--- config.mk ---
export PLATFORM = sky130hd
export DESIGN_NAME = scg_top
export DESIGN_NICKNAME = d
export VERILOG_FILES = /design/src/scg_pkg.sv /design/src/scg_top.sv /design/src/scg_tick_div.sv
export VERILOG_INCLUDE_DIRS = /design/src
export SDC_FILE = /design/constraint.sdc
export NUM_CORES = 1
export LEC_CHECK = 0
export ABC_AREA = 1
export BUFFER_PORTS_ARGS = -buffer_cell sky130_fd_sc_hd__buf_4
export CAP_MARGIN = 20
export CELL_PAD_IN_SITES_DETAIL_PLACEMENT = 0
export CELL_PAD_IN_SITES_GLOBAL_PLACEMENT = 1
export CORE_ASPECT_RATIO = 0.7
export CORE_UTILIZATION = 34
export CTS_BUF_LIST = sky130_fd_sc_hd__clkbuf_16
export CTS_CLUSTER_SIZE = 30
export DETAILED_ROUTE_END_ITERATION = 16
export PLACE_DENSITY = 0.81
export SLEW_MARGIN = 20
export SYNTH_ARGS = -nofsm -noshare
export SYNTH_HDL_FRONTEND = slang
export SYNTH_SLANG_ARGS = --single-unit
--- constraint.sdc ---
create_clock -name ref_clk -period 1.6 [get_ports ref_clk]
set_input_delay 0.32 -clock ref_clk [delete_from_list [all_inputs] [get_ports ref_clk]]
set_output_delay 0.32 -clock ref_clk [all_outputs]
set_load 0.01 [all_outputs]
--- src/scg_defs.svh ---
/*
 * Constants of the system clock output gating block: register offsets,
 * reset values, field positions and the rates behind each divider count.
 * Assumes it is included by bare name wherever a constant is needed.
 */
`ifndef SCG_DEFS_SVH
`define SCG_DEFS_SVH

// ----------------------------------------------------------------------
// Register map (byte offsets)
// ----------------------------------------------------------------------
`define SCG_OFS_CFG0          4'h0
`define SCG_OFS_CFG7          4'h4
`define SCG_OFS_STATUS        4'h8

`define SCG_CFG0_RESET        8'h00
`define SCG_CFG7_RESET        8'h07
`define SCG_CFG0_USB0_BIT     2
`define SCG_CFG0_USB1_BIT     3
`define SCG_CFG7_FOLLOW_ONES  3'h7

// ----------------------------------------------------------------------
// Rates and derived half-period counts
// ----------------------------------------------------------------------
`define SCG_CLK_KHZ           50000
`define SCG_RATE_SCALE        100
`define SCG_PROC60_KHZ        60000
`define SCG_PROC66_KHZ        66800
`define SCG_REF_KHZ           14318
`define SCG_USB_KHZ           48000
`define SCG_HALF(f)           ((`SCG_CLK_KHZ * `SCG_RATE_SCALE) / (2 * (f)))
`define SCG_PROC_LAT_EDGES    2
`define SCG_BUS_LAT_EDGES     1
`define SCG_STRAP_SETTLE      2'h3

`endif

--- src/scg_pkg.sv ---
/*
 * Types shared by the clock gating files.
 * Assumes scg_defs.svh is available for the constants.
 */
package scg_pkg;
  typedef logic [9:0] scg_half_t;
  typedef logic [1:0] scg_lat_t;
  typedef logic [7:0] scg_cfg_t;
endpackage

--- src/scg_top.sv ---
/*
 * Output control of a system clock generator: processor, memory, bus,
 * reference and usb-rate clock groups, halt gating and frequency strap.
 * Assumes one 50 MHz ref_clk; outputs run at rates scaled down by the
 * rate scale, and registers are reached over Avalon-MM with waitrequest.
 */
`timescale 1ns/100ps
`include "scg_defs.svh"
module scg_top #(
  parameter int HALF_60  = `SCG_HALF(`SCG_PROC60_KHZ),
  parameter int HALF_66  = `SCG_HALF(`SCG_PROC66_KHZ),
  parameter int HALF_REF = `SCG_HALF(`SCG_REF_KHZ),
  parameter int HALF_USB = `SCG_HALF(`SCG_USB_KHZ)
) (
  input  wire logic        ref_clk,
  input  wire logic        reset_n,
  input  wire logic [3:0]  avs_address,
  input  wire logic        avs_read,
  input  wire logic        avs_write,
  input  wire logic [31:0] avs_writedata,
  input  wire logic [3:0]  avs_byteenable,
  output logic [31:0]      avs_readdata,
  output logic             avs_waitrequest,
  input  wire logic        mode_select,
  input  wire logic        base_frequency_select,
  input  wire logic        mem6_pin_in,
  output logic             mem6_pin_out,
  output logic             mem6_pin_oe_n,
  input  wire logic        mem7_pin_in,
  output logic             mem7_pin_out,
  output logic             mem7_pin_oe_n,
  output logic [3:0]       processor_clock_outputs,
  output logic [5:0]       memory_clock_outputs,
  output logic [5:0]       gated_bus_clocks,
  output logic             free_bus_clock,
  output logic             interrupt_controller_clock,
  output logic [1:0]       usb_rate_clock,
  output logic [1:0]       reference_clock_outputs
);
  // ----------------------------------------------------------------------
  // Elaboration checks
  // ----------------------------------------------------------------------
  if (HALF_60 < 1 || HALF_66 < 1 || HALF_REF < 1 || HALF_USB < 1 ||
      HALF_60 > 1023 || HALF_66 > 1023 || HALF_REF > 1023 || HALF_USB > 1023) begin : g_chk
    $error("scg_top: half-period counts must lie in 1..1023");
  end

  // ----------------------------------------------------------------------
  // Pin synchronisers: mode, strap, pin six, pin seven
  // ----------------------------------------------------------------------
  logic [3:0] sync_a_q;
  logic [3:0] sync_b_q;
  logic       mode_s;
  logic       sel_s;
  logic       pin6_s;
  logic       pin7_s;

  always_ff @(posedge ref_clk) begin
    if (!reset_n) begin
      // Halt pins idle high, so no false halt after reset
      sync_a_q <= 4'hc;
      sync_b_q <= 4'hc;
    end else begin
      sync_a_q <= {mem7_pin_in, mem6_pin_in, base_frequency_select, mode_select};
      sync_b_q <= sync_a_q;
    end
  end

  assign mode_s = sync_b_q[0];
  assign sel_s  = sync_b_q[1];
  assign pin6_s = sync_b_q[2];
  assign pin7_s = sync_b_q[3];

  // ----------------------------------------------------------------------
  // Register bus
  // ----------------------------------------------------------------------
  scg_pkg::scg_cfg_t cfg0_q;
  scg_pkg::scg_cfg_t cfg0_d;
  scg_pkg::scg_cfg_t cfg7_q;
  scg_pkg::scg_cfg_t cfg7_d;
  logic [31:0]       rdata_d;
  logic              wait_d;
  logic              req;
  logic              cpu_run_q;
  logic              bus_run_q;
  logic              sel_q;

  function automatic scg_pkg::scg_cfg_t wr_byte(input scg_pkg::scg_cfg_t old,
                                                 input logic [31:0] wd,
                                                 input logic be0);
    wr_byte = be0 ? wd[7:0] : old;
  endfunction

  assign req = avs_read | avs_write;

  always_comb begin
    cfg0_d  = cfg0_q;
    cfg7_d  = cfg7_q;
    rdata_d = avs_readdata;
    wait_d  = 1'b1;
    if (req && avs_waitrequest) begin
      wait_d  = 1'b0;
      rdata_d = 32'h0000_0000;
      if (avs_address == `SCG_OFS_CFG0) begin
        rdata_d = {24'h00_0000, cfg0_q};
      end else if (avs_address == `SCG_OFS_CFG7) begin
        rdata_d = {24'h00_0000, cfg7_q};
      end else if (avs_address == `SCG_OFS_STATUS) begin
        rdata_d = {28'h000_0000, sel_q, bus_run_q, cpu_run_q, mode_s};
      end
    end else if (avs_write && !avs_waitrequest) begin
      if (avs_address == `SCG_OFS_CFG0) begin
        cfg0_d = wr_byte(cfg0_q, avs_writedata, avs_byteenable[0]);
      end else if (avs_address == `SCG_OFS_CFG7) begin
        cfg7_d = wr_byte(cfg7_q, avs_writedata, avs_byteenable[0]);
      end
    end
  end

  always_ff @(posedge ref_clk) begin
    if (!reset_n) begin
      // usb clocks default to full rate
      cfg0_q          <= `SCG_CFG0_RESET;
      cfg7_q          <= `SCG_CFG7_RESET;
      avs_readdata    <= 32'h0000_0000;
      avs_waitrequest <= 1'b1;
    end else begin
      cfg0_q          <= cfg0_d;
      cfg7_q          <= cfg7_d;
      avs_readdata    <= rdata_d;
      avs_waitrequest <= wait_d;
    end
  end

  // ----------------------------------------------------------------------
  // Dividers
  // ----------------------------------------------------------------------
  logic cpu_tick;
  logic ref_tick;
  logic usb_tick;
  scg_pkg::scg_half_t cpu_half;

  assign cpu_half = sel_q ? scg_pkg::scg_half_t'(HALF_66) : scg_pkg::scg_half_t'(HALF_60);

  scg_tick_div #(.W(10)) u_cpu_div (
    .ref_clk  (ref_clk),
    .reset_n  (reset_n),
    .half_cnt (cpu_half),
    .tick_q   (cpu_tick)
  );
  scg_tick_div #(.W(10)) u_ref_div (
    .ref_clk  (ref_clk),
    .reset_n  (reset_n),
    .half_cnt (scg_pkg::scg_half_t'(HALF_REF)),
    .tick_q   (ref_tick)
  );
  scg_tick_div #(.W(10)) u_usb_div (
    .ref_clk  (ref_clk),
    .reset_n  (reset_n),
    .half_cnt (scg_pkg::scg_half_t'(HALF_USB)),
    .tick_q   (usb_tick)
  );

  // ----------------------------------------------------------------------
  // Clock groups and halt gating
  // ----------------------------------------------------------------------
  logic             cpu_free_q, cpu_free_d, bus_free_q, bus_free_d;
  logic             cpu_run_d, bus_run_d, sel_d;
  logic             ref_q, ref_d, u48_q, u48_d, u24_q, u24_d;
  scg_pkg::scg_lat_t cpu_lat_q, cpu_lat_d, bus_lat_q, bus_lat_d;
  logic [1:0]       start_q, start_d;
  logic             cpu_want, bus_want, cpu_rise, bus_rise;
  logic [3:0]       cpu_out_d;
  logic [5:0]       mem_out_d, bus_out_d;
  logic [1:0]       usb_out_d;
  logic             p6_d, p6_oe_d, p7_d, p7_oe_d;

  always_comb begin
    // halt taken from pin six in halt mode
    cpu_want = mode_s | pin6_s;
    // halt taken from pin seven in halt mode
    bus_want = mode_s | pin7_s;
    cpu_rise = cpu_tick & ~cpu_free_q;
    bus_rise = cpu_rise & ~bus_free_q;
    cpu_free_d = cpu_tick ? ~cpu_free_q : cpu_free_q;
    // free bus clock at half processor rate
    bus_free_d = cpu_rise ? ~bus_free_q : bus_free_q;
    ref_d = ref_tick ? ~ref_q : ref_q;
    u48_d = usb_tick ? ~u48_q : u48_q;
    u24_d = (usb_tick & ~u48_q) ? ~u24_q : u24_q;
    cpu_run_d = cpu_run_q;
    cpu_lat_d = 2'h0;
    bus_run_d = bus_run_q;
    bus_lat_d = 2'h0;
    // count edges, then stop at a falling edge
    // restart at a falling edge so a full cycle follows
    if (cpu_want != cpu_run_q) begin
      cpu_lat_d = cpu_lat_q;
      if (cpu_rise && cpu_lat_q < scg_pkg::scg_lat_t'(`SCG_PROC_LAT_EDGES)) begin
        cpu_lat_d = cpu_lat_q + 2'h1;
      end
      if (cpu_tick && cpu_free_q &&
          cpu_lat_q >= scg_pkg::scg_lat_t'(`SCG_PROC_LAT_EDGES)) begin
        cpu_run_d = cpu_want;
        cpu_lat_d = 2'h0;
      end
    end
    // stop only at a bus falling edge
    // restart at a falling edge so a full cycle follows
    // one free rising edge passes first
    if (bus_want != bus_run_q) begin
      bus_lat_d = bus_lat_q;
      if (bus_rise && bus_lat_q < scg_pkg::scg_lat_t'(`SCG_BUS_LAT_EDGES)) begin
        bus_lat_d = bus_lat_q + 2'h1;
      end
      if (cpu_rise && bus_free_q &&
          bus_lat_q >= scg_pkg::scg_lat_t'(`SCG_BUS_LAT_EDGES)) begin
        bus_run_d = bus_want;
        bus_lat_d = 2'h0;
      end
    end
    // strap captured after release of reset
    // strap followed only with all three bits set
    start_d = (start_q == `SCG_STRAP_SETTLE) ? start_q : start_q + 2'h1;
    sel_d   = sel_q;
    if (start_q != `SCG_STRAP_SETTLE || cfg7_q[2:0] == `SCG_CFG7_FOLLOW_ONES) begin
      sel_d = sel_s;
    end
    cpu_out_d = {4{cpu_free_d & cpu_run_d}};
    // memory clocks follow the free processor phase
    mem_out_d = {6{cpu_free_d}};
    bus_out_d = {6{bus_free_d & bus_run_d}};
    // pin six driven as memory clock six
    p6_d    = cpu_free_d & mode_s;
    p6_oe_d = ~mode_s;
    // pin seven driven as memory clock seven
    p7_d    = cpu_free_d & mode_s;
    p7_oe_d = ~mode_s;
    usb_out_d[0] = cfg0_q[`SCG_CFG0_USB0_BIT] ? u24_d : u48_d;
    usb_out_d[1] = cfg0_q[`SCG_CFG0_USB1_BIT] ? u24_d : u48_d;
  end

  always_ff @(posedge ref_clk) begin
    if (!reset_n) begin
      cpu_free_q <= 1'b0;
      bus_free_q <= 1'b0;
      ref_q      <= 1'b0;
      u48_q      <= 1'b0;
      u24_q      <= 1'b0;
      cpu_run_q  <= 1'b1;
      bus_run_q  <= 1'b1;
      cpu_lat_q  <= 2'h0;
      bus_lat_q  <= 2'h0;
      start_q    <= 2'h0;
      sel_q      <= 1'b0;
      processor_clock_outputs    <= 4'h0;
      memory_clock_outputs       <= 6'h00;
      gated_bus_clocks           <= 6'h00;
      free_bus_clock             <= 1'b0;
      interrupt_controller_clock <= 1'b0;
      reference_clock_outputs    <= 2'h0;
      usb_rate_clock             <= 2'h0;
      mem6_pin_out  <= 1'b0;
      mem6_pin_oe_n <= 1'b1;
      mem7_pin_out  <= 1'b0;
      mem7_pin_oe_n <= 1'b1;
    end else begin
      cpu_free_q <= cpu_free_d;
      bus_free_q <= bus_free_d;
      ref_q      <= ref_d;
      u48_q      <= u48_d;
      u24_q      <= u24_d;
      cpu_run_q  <= cpu_run_d;
      bus_run_q  <= bus_run_d;
      cpu_lat_q  <= cpu_lat_d;
      bus_lat_q  <= bus_lat_d;
      start_q    <= start_d;
      sel_q      <= sel_d;
      processor_clock_outputs    <= cpu_out_d;
      memory_clock_outputs       <= mem_out_d;
      gated_bus_clocks           <= bus_out_d;
      free_bus_clock             <= bus_free_d;
      interrupt_controller_clock <= ref_d;
      reference_clock_outputs    <= {2{ref_d}};
      usb_rate_clock             <= usb_out_d;
      mem6_pin_out  <= p6_d;
      mem6_pin_oe_n <= p6_oe_d;
      mem7_pin_out  <= p7_d;
      mem7_pin_oe_n <= p7_oe_d;
    end
  end
endmodule

--- src/scg_tick_div.sv ---
/*
 * Programmable divider: one-cycle tick every half_cnt cycles of ref_clk.
 * Assumes half_cnt is at least one and changes only between ticks.
 */
`timescale 1ns/100ps
module scg_tick_div #(
  parameter int W = 10
) (
  input  wire logic         ref_clk,
  input  wire logic         reset_n,
  input  wire logic [W-1:0] half_cnt,
  output logic              tick_q
);
  logic [W-1:0] cnt_q;
  logic [W-1:0] cnt_d;
  logic         tick_d;

  if (W < 2) begin : g_chk
    $error("scg_tick_div: W must be at least 2");
  end

  always_comb begin
    tick_d = 1'b0;
    cnt_d  = cnt_q + {{(W-1){1'b0}}, 1'b1};
    if (cnt_q + {{(W-1){1'b0}}, 1'b1} >= half_cnt) begin
      tick_d = 1'b1;
      cnt_d  = '0;
    end
  end

  always_ff @(posedge ref_clk) begin
    if (!reset_n) begin
      cnt_q  <= '0;
      tick_q <= 1'b0;
    end else begin
      cnt_q  <= cnt_d;
      tick_q <= tick_d;
    end
  end
endmodule

==> metrics.yaml <==
outcome: "finished with violations"
violations: "negative setup slack"
ys_types: 35
combPwrFrac_pct: 10.4
min_period_ns: 1.79
place.gp.congestion: 0.808
cts_buffer_depth: 2
async_flop_share_pct: 0
worst-setup-path-type: "flop to flop"
post-dp-hpwl_um: 5810
holdPathStages: 3
p_int_uw: 3830
hp-class: "input port to flop"
worst-path-max-fanout: 6
skew_ns: 0.00495
yosys-top-cells-area: "dfxtp_1 (43%), inv_1 (8.0%), buf_4 (7.8%), nand2_1 (7.0%), nor2_1 (6.0%)"
tightest_slew_ns: 0.502
final_util_pct: 44.6
setup.worst_path.start_class: "flop"
finalSetupTns_ns: -1.20
clock_latency_ns: 0.34
grt.total_usage_pct: 13.3
antenna_cells: 0
gr-total-overflow: 0
grt_max_degree: 27
max_freq_mhz: 560
switching_share_pct: 23.5
endpoint_kind: "flop"
grt_pass1_vias: 2879
ys_seq_area_share_pct: 42.7
row_count: 32
relSlewSlack_pct: 66.5
netlist.area_leader.share_pct: 42.7
die_h_um: 93.2
fin_crit_sh_pct: 112
drv_slew: 0
r2r_cells: 11
drt-pass1-iter-count: 5
cts_tree: "yes"
synth_edf_count: 0
wl_um: 7930
drtIter0Drc: 162
remaining_drc_errors: 0
cts.sinks: 86
syn_area_um2: 4040
ir_drop_uv: 603
hold_violations: 0
yosysWarnings: 0
io_pins: 107
max_cap_violations: 0
via_count: 3183
routedWlPerCell_um: 10.6
start_util_pct: 35.7
ys_ff_latch: 86
postSynthCellCount: 521
dieArea_um2: 12300
synth_top_cell_by_area: "dfxtp_1"
finalSetupViolations: 7
h-tree-depth: 3
cts_root_buffer: "clkbuf_16"
antenna_found_initial: 0
clkTransAtPathRegs_ns: 0.06
clock_power_share_pct: 43.8
power.density_nw_per_um2: 995
nFillCells: 1132
drive_gt1_share_pct: 24.0
postCtsHoldBufs: 0
grt_pass1_wl_um: 12900
numCtsBuffers: 9
yosys_most_used_dff: "dfxtp_1"
syn_to_final_growth_pct: 24.8
die_w_um: 132
via_per_inst: 4.25
cp.arrival_ns: 2.06
avgSynthCellArea_um2: 7.75
p_sw_uw: 1180
nNetsFinal: 655
rsz0062_at_grt: "true"
hold_slack_ns: 0.163
dp_slack_ns: -0.157
power_leakage_uw: 0.00236
power_frac_seq_pct: 45.8
synth_common_cells: "dfxtp_1 (86), inv_1 (86), nand2_1 (75), nor2_1 (64), buf_4 (42)"
ant_nets: 0
portBuffers: 55
p_total_uw: 5010
coreArea_um2: 11300
required_ns: 1.88
layout_setup_ws_ns: -0.185
worst paths after layout:
kind                            startpoint                       endpoint  slack, ns
max          u_cpu_div.cnt_q[1]$_SDFF_PP0_  u_cpu_div.cnt_q[2]$_SDFF_PP0_      -0.19
min                            mode_select         sync_a_q[0]$_SDFF_PN0_       0.16
max reg2reg  u_cpu_div.cnt_q[1]$_SDFF_PP0_  u_cpu_div.cnt_q[2]$_SDFF_PP0_      -0.19
min reg2reg         sync_a_q[3]$_SDFF_PN1_         sync_b_q[3]$_SDFF_PN1_       0.41
stage by stage:
stage,area [um2],std cells
3_3_place_gp,4580,730
6_report,5040,749
2_1_floorplan,4180,554
3_5_place_dp,4580,730
5_1_grt,5040,749
4_1_cts,4910,747
state kept, by name (all words and copies together), names as in the netlist, 4 cells and up:
register,cells
sync_b_q,4
cfg7_q,8
u_usb_div.cnt_q,10
sync_a_q,4
cfg0_q,8
u_cpu_div.cnt_q,10
u_ref_div.cnt_q,10
avs_readdata,8
area by class of cell:
| type | instances | area (um2) | share of cell area (%) |
|---|---|---|---|
| repair buffers | 78 | 586 | 11.6 |
| multi-input cells | 328 | 1880 | 37.4 |
| well taps | 153 | 191 | 3.80 |
| clock inverters | 7 | 88.8 | 1.76 |
| flip-flops and latches | 86 | 1730 | 34.4 |
| clock buffers | 9 | 225 | 4.47 |
| inverters | 88 | 330 | 6.56 |
logic make-up (layout without fill, tap and decap cells):
group                    count (synthesis)  in the layout  share of synthesized area, %
other                                    1             34                        0.0929
AO/OA/AOI/OAI                           73             73                          10.5
AND/OR/NAND/NOR                        193            193                          22.1
XOR/XNOR                                12             12                          2.60
adder cells (fa/ha/maj)                 16             16                          4.96
flip-flops                              86             86                          42.7
buffers and inverters                  140            182                          17.0
layer usage:
| layer | up-vias | global-route usage [%] | share of wire [%] |
|---|---|---|---|
| met4 | 0 | 5.08 | 1.2 |
| met5 | - | 0 | 0 |
| met3 | 10 | 3.90 | 4.2 |
| li1 | 1700 | - | - |
| met2 | 61 | 22.2 | 47 |
| met1 | 1412 | 16.2 | 48 |
placed cells by master, fill, tap and decap left out, drive strengths merged:
master     n
conb      34
nand4     14
nor3       2
nor2      72
o31ai      1
o221ai     7
o21bai     2
a21oi     18
buf       78
nand3     20
a31oi      1
dfxtp     86
nand2     80
clkinv     3
bufinv     2
ha        16
o211ai     4
clkbuf     9
nand3b     1
or2        4
xor2       8
inv       88
xnor2      4
o21ai     39
clkinvlp   2
a21boi     1
critical path, cell delays in order (launching register included):
cell	delay (ns)
dfxtp_2	0.33
ha_4	0.17
nand2_2	0.08
inv_2	0.05
nor2_4	0.10
ha_4	0.21
a21boi_4	0.13
o21ai_1	0.14
nand3_1	0.12
nand2_2	0.12
nand4_4	0.13
nor2_1	0.13
power groups by stage:
stage,Combinational (uW),Clock (uW),Sequential [uW]
3_5_place_dp,515,0,2340
3_3_place_gp,507,0,2340
4_1_cts,519,2250,2300
5_1_grt,589,2330,2310
6_report,522,2190,2300
2_1_floorplan,369,0,2360
timing repair:
item	CTS	global route
setup buffers	1	2
pin swaps	1	10
endpoints found under the setup margin	13	22
gates resized for setup	4	24
hold endpoints to repair	0	0
(Power assumes the default switching activity.)
